File: src/rtl/adc_serial_defs.vh
// Constants for the converter serial configuration and readout block
`ifndef ADC_SERIAL_DEFS_VH
`define ADC_SERIAL_DEFS_VH
`define CFG_WIDTH 14
`define CFG_RESET 14'h3fff
`define CFG_SCAN_HI 2
`define CFG_SCAN_LO 1
`define CFG_COUNT 4'he
`define CFG_RBN_BIT 0
`define CFG_LAST_HI 9
`define CFG_LAST_LO 7
`define SCAN_OFF 2'h0
`define SCAN_WITH_TEMP 2'h2
`define RESULT_WIDTH 16
`define FRAME_WIDTH 30
`define BITS_NO_READBACK 5'h10
`define BITS_READBACK 5'h1e
`define CLK_PERIOD_NS 4
`define T_CONV_NS 2200
`define CONV_CYCLES (`T_CONV_NS / `CLK_PERIOD_NS)
`define CONV_CNT_WIDTH 10
`define CONV_LOAD 10'h225
`endif

File: src/rtl/adc_serial_config_readout.v
// Serial configuration capture, sequencer and result readout of the converter
`timescale 1ns/1ps
`include "adc_serial_defs.vh"
module adc_serial_config_readout (
  // Clock and reset
  input wire i_clk_sys,
  input wire i_reset,
  // Serial pins
  input wire i_conversion_start_pin,
  input wire i_sck,
  input wire i_din,
  output reg o_serial_result_out,
  output reg o_serial_result_out_oe_n,
  // Conversion core results
  input wire i_core_valid,
  input wire [`RESULT_WIDTH-1:0] i_core_data,
  output wire o_core_ready,
  // Converter state
  output reg o_converting,
  output reg o_end_of_conversion,
  output reg [`CFG_WIDTH-1:0] o_converter_configuration,
  output reg [2:0] o_channel,
  output reg o_temp_select
);
  // Pin synchronisers and edge history
  reg start_meta, start_sync, start_prev;
  reg sck_meta, sck_sync, sck_prev;
  reg din_meta, din_sync;
  wire start_rise;
  wire start_fall;
  wire sck_rise;
  wire sck_fall;
  // Conversion timing
  reg [`CONV_CNT_WIDTH-1:0] conv_cnt;
  wire eoc;
  // Configuration capture
  reg [`CFG_WIDTH-1:0] cfg_shift;
  reg [3:0] cfg_cnt;
  reg [`CFG_WIDTH-1:0] cfg_conv;
  // Readout
  reg [`FRAME_WIDTH-1:0] out_shift;
  reg [4:0] fall_cnt;
  reg [4:0] frame_bits;
  reg busy_mode;
  reg rd_active;
  reg data_pending;
  wire [4:0] fall_limit;
  wire [`RESULT_WIDTH-1:0] buf_data;
  wire buf_valid;
  wire [1:0] scan_mode;
  wire [2:0] last_channel;

  // Pins from outside pass two flip-flops first
  always @(posedge i_clk_sys)
  begin
    if (i_reset)
    begin
      // Start pin idles high: no false edge after reset
      start_meta <= 1'b1;
      start_sync <= 1'b1;
      start_prev <= 1'b1;
      sck_meta <= 1'b0;
      sck_sync <= 1'b0;
      sck_prev <= 1'b0;
      din_meta <= 1'b0;
      din_sync <= 1'b0;
    end
    else
    begin
      start_meta <= i_conversion_start_pin;
      start_sync <= start_meta;
      start_prev <= start_sync;
      sck_meta <= i_sck;
      sck_sync <= sck_meta;
      sck_prev <= sck_sync;
      din_meta <= i_din;
      din_sync <= din_meta;
    end
  end

  // Edges seen on the synchronised pins
  assign start_rise = start_sync && !start_prev;
  assign start_fall = !start_sync && start_prev;
  assign sck_rise = sck_sync && !sck_prev;
  assign sck_fall = !sck_sync && sck_prev;
  assign eoc = o_converting && (conv_cnt == {`CONV_CNT_WIDTH{1'b0}});
  assign scan_mode = o_converter_configuration[`CFG_SCAN_HI:`CFG_SCAN_LO];
  assign last_channel = o_converter_configuration[`CFG_LAST_HI:`CFG_LAST_LO];
  // One extra falling edge returns the pin to hi-z in busy mode
  assign fall_limit = frame_bits + {4'h0, busy_mode};

  // Result hand-off from the core, drained at each end of conversion
  result_buffer2 #(
    .WIDTH(`RESULT_WIDTH)
  ) u_result_buffer (
    .i_clk_sys(i_clk_sys),
    .i_reset(i_reset),
    .i_in_valid(i_core_valid),
    .i_in_data(i_core_data),
    .o_in_ready(o_core_ready),
    .o_out_valid(buf_valid),
    .o_out_data(buf_data),
    .i_out_ready(eoc)
  );

  // Conversion timer and scan position
  always @(posedge i_clk_sys)
  begin
    if (i_reset)
    begin
      o_converting <= 1'b0;
      o_end_of_conversion <= 1'b0;
      conv_cnt <= {`CONV_CNT_WIDTH{1'b0}};
      o_channel <= 3'h0;
      o_temp_select <= 1'b0;
      cfg_conv <= `CFG_RESET;
    end
    else
    begin
      o_end_of_conversion <= eoc;
      if (start_rise && !o_converting)
      begin
        o_converting <= 1'b1;
        conv_cnt <= `CONV_LOAD;
        cfg_conv <= o_converter_configuration;
        if (scan_mode == `SCAN_OFF)
        begin
          o_channel <= last_channel;
          o_temp_select <= 1'b0;
        end
        else if (o_temp_select || o_channel == last_channel)
        begin
          // Wrap to channel zero, optionally via the temperature sensor
          o_temp_select <= !o_temp_select && (scan_mode == `SCAN_WITH_TEMP);
          o_channel <= 3'h0;
        end
        else
          o_channel <= o_channel + 3'h1;
      end
      else if (eoc)
        o_converting <= 1'b0;
      else if (o_converting)
        conv_cnt <= conv_cnt - 1'b1;
    end
  end

  // Configuration capture on rising clock edges while the start pin is low
  always @(posedge i_clk_sys)
  begin
    if (i_reset)
    begin
      cfg_shift <= {`CFG_WIDTH{1'b0}};
      cfg_cnt <= 4'h0;
      o_converter_configuration <= `CFG_RESET;
    end
    else
    begin
      if (eoc)
      begin
        // Only a whole word takes effect, at the end of conversion
        if (cfg_cnt == `CFG_COUNT)
          o_converter_configuration <= cfg_shift;
        cfg_cnt <= 4'h0;
      end
      else if (sck_rise && !start_sync && cfg_cnt != `CFG_COUNT)
      begin
        cfg_shift <= {cfg_shift[`CFG_WIDTH-2:0], din_sync};
        cfg_cnt <= cfg_cnt + 4'h1;
      end
    end
  end

  // Serial result output
  always @(posedge i_clk_sys)
  begin
    if (i_reset)
    begin
      o_serial_result_out <= 1'b0;
      o_serial_result_out_oe_n <= 1'b1;
      out_shift <= {`FRAME_WIDTH{1'b0}};
      fall_cnt <= 5'h0;
      frame_bits <= `BITS_NO_READBACK;
      busy_mode <= 1'b0;
      rd_active <= 1'b0;
      data_pending <= 1'b0;
    end
    else if (start_rise)
    begin
      // Start of conversion releases the pin and stops any read
      o_serial_result_out_oe_n <= 1'b1;
      rd_active <= 1'b0;
      data_pending <= 1'b0;
    end
    else if (eoc)
    begin
      // New result replaces whatever was not read
      out_shift <= {buf_valid ? buf_data : {`RESULT_WIDTH{1'b0}}, cfg_conv};
      frame_bits <= cfg_conv[`CFG_RBN_BIT] ? `BITS_NO_READBACK : `BITS_READBACK;
      fall_cnt <= 5'h0;
      busy_mode <= !start_sync;
      if (!start_sync)
      begin
        // Ready shown by driving low; a held low bit gives no edge
        o_serial_result_out <= 1'b0;
        o_serial_result_out_oe_n <= 1'b0;
        rd_active <= 1'b1;
        data_pending <= 1'b0;
      end
      else
      begin
        o_serial_result_out_oe_n <= 1'b1;
        rd_active <= 1'b0;
        data_pending <= 1'b1;
      end
    end
    else if (start_fall && data_pending)
    begin
      // Start pin low after the end: MSB onto the pin
      o_serial_result_out <= out_shift[`FRAME_WIDTH-1];
      out_shift <= {out_shift[`FRAME_WIDTH-2:0], 1'b0};
      o_serial_result_out_oe_n <= 1'b0;
      rd_active <= 1'b1;
      data_pending <= 1'b0;
    end
    else if (sck_fall && rd_active && !start_sync)
    begin
      fall_cnt <= fall_cnt + 5'h1;
      if (fall_cnt + 5'h1 >= fall_limit)
      begin
        o_serial_result_out_oe_n <= 1'b1;
        rd_active <= 1'b0;
      end
      else
      begin
        o_serial_result_out <= out_shift[`FRAME_WIDTH-1];
        out_shift <= {out_shift[`FRAME_WIDTH-2:0], 1'b0};
      end
    end
  end
endmodule // adc_serial_config_readout

File: src/rtl/result_buffer2.v
// Two-entry buffer between the conversion core and the serial readout
`timescale 1ns/1ps
module result_buffer2 #(
  parameter WIDTH = 16
) (
  // Clock and reset
  input wire i_clk_sys,
  input wire i_reset,
  // Filling side
  input wire i_in_valid,
  input wire [WIDTH-1:0] i_in_data,
  output reg o_in_ready,
  // Draining side
  output wire o_out_valid,
  output wire [WIDTH-1:0] o_out_data,
  input wire i_out_ready
);
  reg [WIDTH-1:0] entry0;
  reg [WIDTH-1:0] entry1;
  reg [1:0] count;
  reg [1:0] next_count;
  wire push;
  wire pop;

  // Handshakes on both sides
  assign push = i_in_valid && o_in_ready;
  assign pop = o_out_valid && i_out_ready;
  assign o_out_valid = (count != 2'h0);
  assign o_out_data = entry0;

  // Occupancy after this cycle
  always @*
  begin
    next_count = count;
    if (push && !pop)
      next_count = count + 2'h1;
    else if (pop && !push)
      next_count = count - 2'h1;
  end

  // Storage: entry0 is the head
  always @(posedge i_clk_sys)
  begin
    if (i_reset)
    begin
      entry0 <= {WIDTH{1'b0}};
      entry1 <= {WIDTH{1'b0}};
      count <= 2'h0;
      o_in_ready <= 1'b0;
    end
    else
    begin
      count <= next_count;
      o_in_ready <= (next_count != 2'h2);
      if (pop)
      begin
        entry0 <= (count == 2'h2) ? entry1 : i_in_data;
        if (push && count == 2'h2)
          entry1 <= i_in_data;
      end
      else if (push)
      begin
        if (count == 2'h0)
          entry0 <= i_in_data;
        else
          entry1 <= i_in_data;
      end
    end
  end
endmodule // result_buffer2

File: config.mk
export PLATFORM = sky130hd
export DESIGN_NAME = adc_serial_config_readout
export DESIGN_NICKNAME = d
export VERILOG_FILES = /design/src/rtl/adc_serial_config_readout.v /design/src/rtl/result_buffer2.v
export VERILOG_INCLUDE_DIRS = /design/src /design/src/rtl
export SDC_FILE = /design/constraint.sdc
export NUM_CORES = 1
export LEC_CHECK = 0
export BUFFER_PORTS_ARGS = -buffer_cell sky130_fd_sc_hd__buf_2
export CAP_MARGIN = 30
export CORE_ASPECT_RATIO = 0.6
export CORE_MARGIN = 4
export CORE_UTILIZATION = 25
export CTS_CLUSTER_DIAMETER = 30
export CTS_CLUSTER_SIZE = 12
export DETAILED_ROUTE_END_ITERATION = 10
export GPL_ROUTABILITY_DRIVEN = 0
export PLACE_DENSITY = 0.4
export SLEW_MARGIN = 20
export SYNTH_ARGS = -nofsm -noshare
export SYNTH_HDL_FRONTEND = slang
export SYNTH_HIERARCHICAL = 1
export SYNTH_SLANG_ARGS = --single-unit
export TNS_END_PERCENT = 1
File: constraint.sdc
create_clock -name i_clk_sys -period 5.2 [get_ports i_clk_sys]
set_input_delay 1.04 -clock i_clk_sys [delete_from_list [all_inputs] [get_ports i_clk_sys]]
set_output_delay 1.04 -clock i_clk_sys [all_outputs]
set_load 0.02 [all_outputs]
==> results of run 1 <==
==> per-stage QoR <==
step	std cells	area (µm²)	total power, mW	worst slack [ps]
2_1_floorplan	708	6400	1.35	2260
3_3_place_gp	1033	6840	1.39	1680
3_5_place_dp	1035	6850	1.40	1500
4_1_cts	1067	7450	2.66	1500
5_1_grt	1070	7500	2.74	1440
6_report	1070	7500	2.62	1830
==> power by group <==
part / total, mW / internal [mW] / leakage, nW / switching (mW)
sequential: 1.18 / 1.16 / 1.18 / 0.0220
clock: 1.25 / 0.721 / 0.285 / 0.527
combinational: 0.192 / 0.0771 / 1.50 / 0.115
==> registers in the layout (all words and copies together), names as in the netlist, 2 cells and up <==
register and cells:
out_shift 30, u_result_buffer/entry1 16, u_result_buffer/o_out_data 16, cfg_conv 14, cfg_shift 14, o_converter_configuration 14
conv_cnt 10, fall_cnt 5, cfg_cnt 4, o_channel 3, u_result_buffer/count 2
==> kinds of logic after synthesis <==
kind of cell             Yosys count
AND/OR/NAND/NOR                  293
buffers and inverters             68
AO/OA/AOI/OAI                    127
adder cells (fa/ha/maj)           13
XOR/XNOR                          16
flip-flops                       146
multiplexers                      45
==> cell type report <==
cell class                 instances  area (µm²)
tap                              329         412
fill                            2620       17700
timing repair buffer              55         349
multi-input combinational        494        3170
clock inverter                    15         171
clock buffer                      17         425
inverter                          14        53.8
sequential                       146        2920
==> placed cells by master (no fill, tap or decap), types with 8 or more instances in the layout <==
cell type and n:
inv_1 13, nor2_1 61, nor2b_1 8, mux2i_1 44
xnor2_1 10, and3_1 17, nand3b_1 31, buf_2 43
a211oi_1 21, nand2_1 100, ha_1 13, clkbuf_16 17
dfxtp_1 146, nor3_1 9, a21oi_1 46, o31ai_1 30
nand4b_1 30
==> worst max-delay path: cells and delay by family (launching register included) <==
kind	cells	cell delay, ps
flip-flops	1	340
buffers and inverters	2	440
AO/OA/AOI/OAI	2	960
AND/OR/NAND/NOR	4	1390
adder cells (fa/ha/maj)	1	140
==> worst max-delay path by stage <==
stage / from / endpoint / slack, ps / cells after the start
after floorplan: conv_cnt[0]$_SDFFE_PP0P_ / u_result_buffer/o_out_data[0]$_SDFFE_PP0P_ / 2260 / 13
after global placement: conv_cnt[0]$_SDFFE_PP0P_ / u_result_buffer/entry1[10]$_SDFFE_PP0P_ / 1680 / 9
after detailed placement: conv_cnt[0]$_SDFFE_PP0P_ / u_result_buffer/entry1[15]$_SDFFE_PP0P_ / 1500 / 9
after CTS: conv_cnt[0]$_SDFFE_PP0P_ / u_result_buffer/entry1[15]$_SDFFE_PP0P_ / 1500 / 9
after global routing: conv_cnt[0]$_SDFFE_PP0P_ / u_result_buffer/o_out_data[4]$_SDFFE_PP0P_ / 1440 / 9
final: conv_cnt[0]$_SDFFE_PP0P_ / u_result_buffer/o_out_data[2]$_SDFFE_PP0P_ / 1830 / 9
==> metal layers <==
metal	track usage, %	vias up
li1	-	2547
met1	15.9	2386
met2	16.6	73
met3	3.20	11
met4	3.13	0
met5	0	-
==> summary.md, run 1 <==
| Metric | Value |
|---|---|
| Status | completed |
| Final setup TNS | 0 ps |
| DR vias | 5,017 |
| WHS Path Cells | 1 |
| Post-synthesis compound-gate area fraction | 13.3% |
| CP arrival | 3700 ps |
| Worst-path maximum fanout | 34 |
| Initial antenna violation count | 0 |
| Unrepaired setup endpoints after global routing | false |
| Simple-Gate Fraction of Synth Area | 24.3% |
| Hold path start | start_meta$_SDFF_PP1_ |
| # Post-CTS Setup Buffers | 0 |
| M1 wire length | 8230 µm |
| Clock Pin Slew Worst Setup and Hold Paths | 60 ps |
| Top-count cell post-synth | dfxtp_1 |
| Post-cts resize count | 0 |
| First-pass GRT wire length | 26,300 µm |
| FF-to-FF setup slack | 1830 ps |
| CP required | 5530 ps |
| DR pass1 iterations | 5 |
| Setup CP Type | reg -> reg |
| Total power per unit cell area | 349 nW/µm² |
| Post-synth EDFFs | 0 |
| IO Pins | 45 |
| Die W | 214 µm |
| Via density | 4.69 |
| Detail Route Antenna Nets | 0 |
| F_max | 297 MHz |
| GRT Resource Usage Total | 11.2% |
| Highest metal used | met4 |
| Grt ovf | 0 |
| Leakage power | 2.97 nW |
| Most frequent cells after synthesis | dfxtp_1 (146), nand2_1 (100), nor2_1 (61) |
| Tcrit/Tclk final | 64.8% |
| Endpoints failing setup | 0 |
| Max Cap Viol | 0 |
| Num rows | 45 |
| Synth Flop Type | dfxtp_1 |
| Sequential fraction of the synthesis area | 45.7% |
| Hold path endpoint | start_sync$_SDFF_PP1_ |
| Slew Viols, Final | 0 |
| Critical-path cell list | inv_1, ha_1, or3b_2, or3_1, clkinv_2, nor2b_1, a21o_1, nor2_1, a211oi_1 |
| Mapped Area | 6400 µm² |
| Unique cell type count in the Yosys netlist | 55 |
| Synth Area in Adders | 2.54% |
| Syn_nets | 743 |
| Pin count of the biggest net entering global routing | 107 |
| TritonCTS clock tree | built |
| Largest family of logic cells by synthesized area | simple AND/OR/NAND/NOR gates |
| DRT Wirelength | 15,400 µm |
| Hold Buf Count CTS | 0 |
| Synth area leader | dfxtp_1 |
| Core area | 25,200 µm² |
| ANT cells | 0 |
| Slowest stage cell, crit path | a21o_1 |
| Worst setup SP type | flip-flop |
| Routed WL per cell | 14.4 µm |
| Share of layout cells above drive strength 1 | 13.2% |
| Post-synthesis mux area share | 7.06% |
| Clock Latency Late Sink | 430 ps |
| Worst Reg-to-Reg Cells | 9 |
| Ys Warns | 6 |
| Reg-to-Reg End | u_result_buffer/o_out_data[2]$_SDFFE_PP0P_ |
| Worst path max stage delay | 710 ps |
| Worst Tran Pin Value | 878 ps |
| IO Port Bufs | 44 |
| VDD IR max | 223 µV |
| Starting density of the core | 25.4% |
| Clk_skew | 12.4 ps |
| Syn Area/Cell | 9.03 µm² |
| Post-synth ARST share | 0% |
| Min-delay worst type | reg -> reg |
| Reg2Reg Launch Point | conv_cnt[0]$_SDFFE_PP0P_ |
| Metal2 WL | 6520 µm |
| Yosys reg bits | 146 |
| CTS HTree Levels | 4 |
| Setup crit end kind | flip-flop |
| Layout Nets | 763 |
| Final hold slack | 424 ps |
| First DRT Iteration DRCs | 314 |
| Vias in the first global route | 5,025 |
| # DRC | 0 |
| Area Growth Syn to Fin | 17.3% |
| TritonCTS buffer count | 17 |
| Clock root buffer master | clkbuf_16 |
| Final hold viol count | 0 |
| Post-synth top area share | 45.7% |
| Final HPWL DP | 10,000 µm |
| Synth Area in XOR/XNOR | 2.19% |
| Die area | 28,300 µm² |
| Clk sinks | 146 |
| Final Core Density | 29.7% |
| DR WL met3 | 533 µm |
| Tmin final | 3370 ps |
| Main area contributors after synthesis | dfxtp_1 (46%), mux2i_1 (6.9%), nand2_1 (5.9%), nand4b_1 (4.1%), nand3b_1 (3.6%) |
| Synth Instances | 708 |
| Die extent in y | 132 µm |
| CTS max path bufs | 2 |
| Relative slew slack | 41.4% |
Power figures use the tool's default switching activity.
==> run 2: changes to the inputs <==
==> constraint.sdc (replaced) <==
create_clock -name i_clk_sys -period 3.3 [get_ports i_clk_sys]
set_input_delay 0.66 -clock i_clk_sys [delete_from_list [all_inputs] [get_ports i_clk_sys]]
set_output_delay 0.66 -clock i_clk_sys [all_outputs]
set_load 0.02 [all_outputs]
==> summary.md, run 2 (synthesis results as in run 1) <==
| Metric | Value |
|---|---|
| Status | completed |
| Reg with most FFs | out_shift |
| F_max | 362 MHz (+22%) |
| Endpoints failing setup | 0 (unchanged) |
| Setup crit end kind | flip-flop |
| IO Pins | 45 (unchanged) |
| TritonCTS buffer count | 17 (unchanged) |
| Worst Tran Pin Value | 799 ps (-79.2 ps) |
| Via density | 4.70 (+0.14%) |
| Routed WL per cell | 14.5 µm (+0.42%) |
| Clock Latency Late Sink | 430 ps (about the same) |
| Comb pwr share | 7.2% (about the same) |
| Num rows | 45 (unchanged) |
| Min-delay worst type | reg -> reg |
| # DRC | 0 (unchanged) |
| Final hold viol count | 0 (unchanged) |
| Critical Path Source | conv_cnt[0]$_SDFFE_PP0P_ |
| TritonCTS clock tree | built |
| Worst setup SP type | flip-flop |
| Leakage power | 3.02 nW (+1.7%) |
| Sequential share of power | 43.8% (-1.2 points) |
| Grt ovf | 0 (unchanged) |
| Die extent in y | 132 µm (unchanged) |
| IO Port Bufs | 44 (unchanged) |
| Worst path max stage delay | 500 ps (-210 ps) |
| DR pass1 iterations | 4 (-1) |
| Reg2Reg Launch Point | conv_cnt[0]$_SDFFE_PP0P_ |
| Share of layout cells above drive strength 1 | 14.2% (+0.95 points) |
| Pin count of the biggest net entering global routing | 97 (-9.3%) |
| Final HPWL DP | 10,400 µm (+4.1%) |
| Total power per unit cell area | 561 nW/µm² (+61%) |
| Slew Viols, Final | 0 (unchanged) |
| Most common cell after layout, fill and taps aside | dfxtp_1 |
| Unrepaired setup endpoints after global routing | false |
| Die area | 28,300 µm² (unchanged) |
| Starting density of the core | 25.4% (unchanged) |
| Critical-path cell list | inv_1, ha_1, or3b_2, or3_1, buf_4, and2_0, nand2_1, a21oi_1 |
| GRT Resource Usage Total | 11.3% (+0.060 points) |
| VDD IR max | 343 µV (+54%) |
| Setup CP Type | reg -> reg |
| Clk sinks | 146 (unchanged) |
| Final setup TNS | 0 ps (unchanged) |
| Internal | 3.24 mW (+66%) |
| Most frequent cells in the layout | dfxtp_1 (146), nand2_1 (100), nor2_1 (61) |
| Slowest stage cell, crit path | or3b_2 |
| Die W | 214 µm (unchanged) |
| Post-cts resize count | 0 (unchanged) |
| Clock share of power | 49.0% (+1.4 points) |
| CP arrival | 3050 ps (-650 ps) |
| ANT cells | 0 (unchanged) |
| Worst-path maximum fanout | 43 (+26%) |
| Vias in the first global route | 4,988 (-0.74%) |
| Max Cap Viol | 0 (unchanged) |
| CTS max path bufs | 2 (unchanged) |
| Final hold slack | 417 ps (-7.76 ps) |
| DR vias | 5,057 (+0.80%) |
| Relative slew slack | 46.6% (+5.2 points) |
| CTS HTree Levels | 4 (unchanged) |
| Detail Route Antenna Nets | 0 (unchanged) |
| Hold Buf Count CTS | 0 (unchanged) |
| # Post-CTS Setup Buffers | 0 (unchanged) |
| CP required | 3590 ps (-1940 ps) |
| Layout Nets | 770 (+0.92%) |
| Sw power | 1.00 mW (+51%) |
| Tcrit/Tclk final | 83.7% (+19 points) |
| DRT Wirelength | 15,600 µm (+1.1%) |
| First-pass GRT wire length | 26,000 µm (-0.89%) |
| Clock root buffer master | clkbuf_16 |
| Core area | 25,200 µm² (unchanged) |
| Tmin final | 2760 ps (-605 ps) |
| Initial antenna violation count | 0 (unchanged) |
| Hold path start | start_meta$_SDFF_PP1_ |
| Sw Ratio | 23.6% (-1.8 points) |
| Clk_skew | 10.6 ps (-1.78 ps) |
| Area Growth Syn to Fin | 18.4% |
| Clock Pin Slew Worst Setup and Hold Paths | 60 ps (about the same) |
| First DRT Iteration DRCs | 352 (+12%) |
| Largest register FFs | 30 (unchanged) |
## run 2: critical path, delay by kind of cell (launching register included)
kind	cells	cell delay, ps
simple gates	4	1620
buf+inv	2	420
flops	1	330
fa+ha+maj	1	150
compound gates	1	80
## run 2: power by group through the flow
stage	registers (mW)	logic (mW)	clock network (mW)
after floorplan	1.89	0.232	0
after global placement	1.90	0.299	0
after detailed placement	1.90	0.308	0
after CTS	1.86	0.309	2.16
after global routing	1.87	0.346	2.23
final	1.86	0.305	2.08
## run 2: cell type report
type	count	area, µm²
clock buffer	18	439
fill	2650	17700
tap	329	412
timing repair buffer	62	374
sequential	146	2920
multi-input combinational	494	3170
inverter	14	53.8
clock inverter	14	200
## run 2: per-stage QoR
stage / util, % / total power [mW] / cells / cell area, µm² / setup WS [ps]
global route: 30.0 / 4.45 / 1077 / 7570 / 319
global placement: 27.4 / 2.20 / 1044 / 6920 / 380
detailed placement: 27.5 / 2.21 / 1045 / 6930 / 540
floorplan: - / 2.13 / 708 / 6400 / 357
CTS: 30.0 / 4.33 / 1077 / 7570 / 513
finish: 30.0 / 4.25 / 1077 / 7570 / 537
## run 2: per-layer routing
layer	vias up	wire length (µm)	global-route usage, %
li1	2567	-	-
met1	2413	8160	15.9
met2	62	6640	16.4
met3	15	535	3.22
met4	0	243	4.14
met5	-	0	0
## run 2: final timing paths
check / slack (ps) / cells past startpoint / to
setup / recovery: 540 / 8 / cfg_shift[10]$_SDFFE_PP0P_
hold reg to reg: 420 / 1 / start_sync$_SDFF_PP1_
hold / removal: 420 / 1 / start_sync$_SDFF_PP1_
setup reg to reg: 540 / 8 / cfg_shift[10]$_SDFFE_PP0P_
==> run 3: changes to the inputs <==
==> constraint.sdc (replaced) <==
create_clock -name i_clk_sys -period 2.9 [get_ports i_clk_sys]
set_input_delay 0.58 -clock i_clk_sys [delete_from_list [all_inputs] [get_ports i_clk_sys]]
set_output_delay 0.58 -clock i_clk_sys [all_outputs]
set_load 0.02 [all_outputs]
==> summary.md, run 3 (synthesis results as in run 1) <==
| Metric | Value |
|---|---|
| Die extent in y | 132 µm (unchanged) |
| Most frequent cells in the layout | dfxtp_1 (146), nand2_1 (100), nor2_1 (61) |
| Min-delay worst type | in -> reg |
| Internal | 3.51 mW (+8.1%) |
| Die area | 28,300 µm² (unchanged) |
| DR vias | 5,018 (-0.77%) |
| Vias in the first global route | 4,721 (-5.4%) |
| Grt ovf | 0 (unchanged) |
| Final HPWL DP | 10,300 µm (-1.7%) |
| Detail Route Antenna Nets | 0 (unchanged) |
| # Post-CTS Setup Buffers | 0 (unchanged) |
| Sw power | 1.13 mW (+13%) |
| ANT cells | 0 (unchanged) |
| # DRC | 0 (unchanged) |
| WP buf/inv | 3 (+1) |
| Clock Pin Slew Worst Setup and Hold Paths | 60 ps (about the same) |
| GRT Resource Usage Total | 10.8% (-0.44 points) |
| Num rows | 45 (unchanged) |
| Most common cell after layout, fill and taps aside | dfxtp_1 |
| Critical-path cell list | inv_1, ha_1, or3b_2, or3_1, clkinv_2, nor2b_2, a21o_1, buf_4, nor2_1, a211oi_1 |
| Post-cts resize count | 0 (unchanged) |
| CTS HTree Levels | 4 (unchanged) |
| Final hold viol count | 0 (unchanged) |
| Total power per unit cell area | 617 nW/µm² (+10%) |
| Clk sinks | 146 (unchanged) |
| Final setup margin | 250 ps (-287 ps) |
| Tcrit/Tclk final | 91.4% (+7.7 points) |
| Layout Nets | 771 (+0.13%) |
| Slew Viols, Final | 0 (unchanged) |
| Initial antenna violation count | 0 (unchanged) |
| Clock root buffer master | clkbuf_16 |
| Hold Buf Count CTS | 0 (unchanged) |
| Slowest stage cell, crit path | or3b_2 |
| CP arrival | 2970 ps (-80 ps) |
| Status | completed |
| Worst setup SP type | flip-flop |
| Final setup TNS | 0 ps (unchanged) |
| Leakage power | 3.00 nW (-0.68%) |
| Worst Tran Pin Value | 892 ps (+92.5 ps) |
| Placed Area | 6940 µm² (about the same) |
| Clock Latency Late Sink | 420 ps (about the same) |
| Max Cap Viol | 0 (unchanged) |
| Largest register FFs | 30 (unchanged) |
| Sequential share of power | 45.6% (+1.8 points) |
| Worst path max stage delay | 490 ps (about the same) |
| IO Port Bufs | 44 (unchanged) |
| VDD IR max | 380 µV (+11%) |
| Worst-path maximum fanout | 32 (-26%) |
| Sw Ratio | 24.4% (+0.78 points) |
| Setup crit end kind | flip-flop |
| Cell area after layout | 7510 µm² (-0.74%) |
| Endpoints failing setup | 0 (unchanged) |
| Core area | 25,200 µm² (unchanged) |
| Routed WL per cell | 14.3 µm (-1.2%) |
| First-pass GRT wire length | 25,100 µm (-3.7%) |
| IO Pins | 45 (unchanged) |
| Clock share of power | 46.8% (-2.2 points) |
| DR pass1 iterations | 4 (unchanged) |
| Comb pwr share | 7.6% (+0.4 points) |
| Die W | 214 µm (unchanged) |
| Pin count of the biggest net entering global routing | 89 (-8.2%) |
| CTS max path bufs | 2 (unchanged) |
| Family with the most delay on the worst path | simple AND/OR/NAND/NOR gates |
| Clk_skew | 9.27 ps (-1.37 ps) |
| TritonCTS clock tree | built |
| Relative slew slack | 40.5% (-6.1 points) |
| CP required | 3220 ps (-370 ps) |
| Reg with most FFs | out_shift |
| Unrepaired setup endpoints after global routing | false |
| Share of layout cells above drive strength 1 | 14.3% (+0.11 points) |
| Final hold slack | 381 ps (-36.0 ps) |
| F_max | 377 MHz (+4.3%) |
| Setup CP Type | reg -> reg |
| TritonCTS buffer count | 17 (unchanged) |
| Place WS | 207 ps (-333 ps) |
| Area Growth Syn to Fin | 17.5% |
| Tmin final | 2650 ps (-113 ps) |
| First DRT Iteration DRCs | 271 (-23%) |
| DRT Wirelength | 15,400 µm (-1.1%) |
| Starting density of the core | 25.4% (unchanged) |
| Via density | 4.65 (-0.86%) |
[run 3: cell count changes in the layout (fill, tap and decap cells not counted), sizes merged]
cell,delta
clkinv,+3
buf,+1
inv,-2
clkbuf,+1
bufinv,-2
[run 3: area by class of cell]
cell class,count,area (µm²)
clock buffers,19,443
clock inverters,13,134
fillers,2631,17700
inverters,14,53.8
multi-input cells,494,3170
flip-flops and latches,146,2920
well taps,329,412
repair buffers,63,378
[run 3: final timing paths]
check,start,to,slack (ps),cells after the start
setup / recovery,conv_cnt[0]$_SDFFE_PP0P_,u_result_buffer/o_out_data[3]$_SDFFE_PP0P_,250,10
hold / removal,i_sck,sck_meta$_SDFF_PP0_,380,2
setup reg to reg,conv_cnt[0]$_SDFFE_PP0P_,u_result_buffer/o_out_data[3]$_SDFFE_PP0P_,250,10
hold reg to reg,start_meta$_SDFF_PP1_,start_sync$_SDFF_PP1_,410,1
[run 3: worst register-to-register path: stages, from the launching register on]
cell and delay [ps]:
dfxtp_1 330, inv_1 80, ha_1 130, or3b_2 500
or3_1 400, clkinv_2 110, nor2b_2 270, a21o_1 120
buf_4 280, nor2_1 100, a211oi_1 230
[run 3: through the flow]
step | utilization [%] | instances | total power, mW
final | 29.8 | 1078 | 4.64
after global routing | 29.8 | 1078 | 4.84
after CTS | 29.8 | 1078 | 4.70
after detailed placement | 27.5 | 1046 | 2.52
after global placement | 27.5 | 1046 | 2.51
after floorplan | - | 708 | 2.42
[run 3: power groups by stage]
stage / clock network, mW / registers, mW / logic (mW)
CTS: 2.23 / 2.12 / 0.356
global placement: 0 / 2.16 / 0.346
floorplan: 0 / 2.16 / 0.264
global route: 2.32 / 2.12 / 0.393
detailed placement: 0 / 2.16 / 0.355
finish: 2.17 / 2.12 / 0.350
[run 3: per-layer routing]
layer  wire length (µm)  GRT usage [%]
met4                167           3.31
met2               6630           16.1
met3                448           2.69
met5                  0              0
met1               8170           15.5
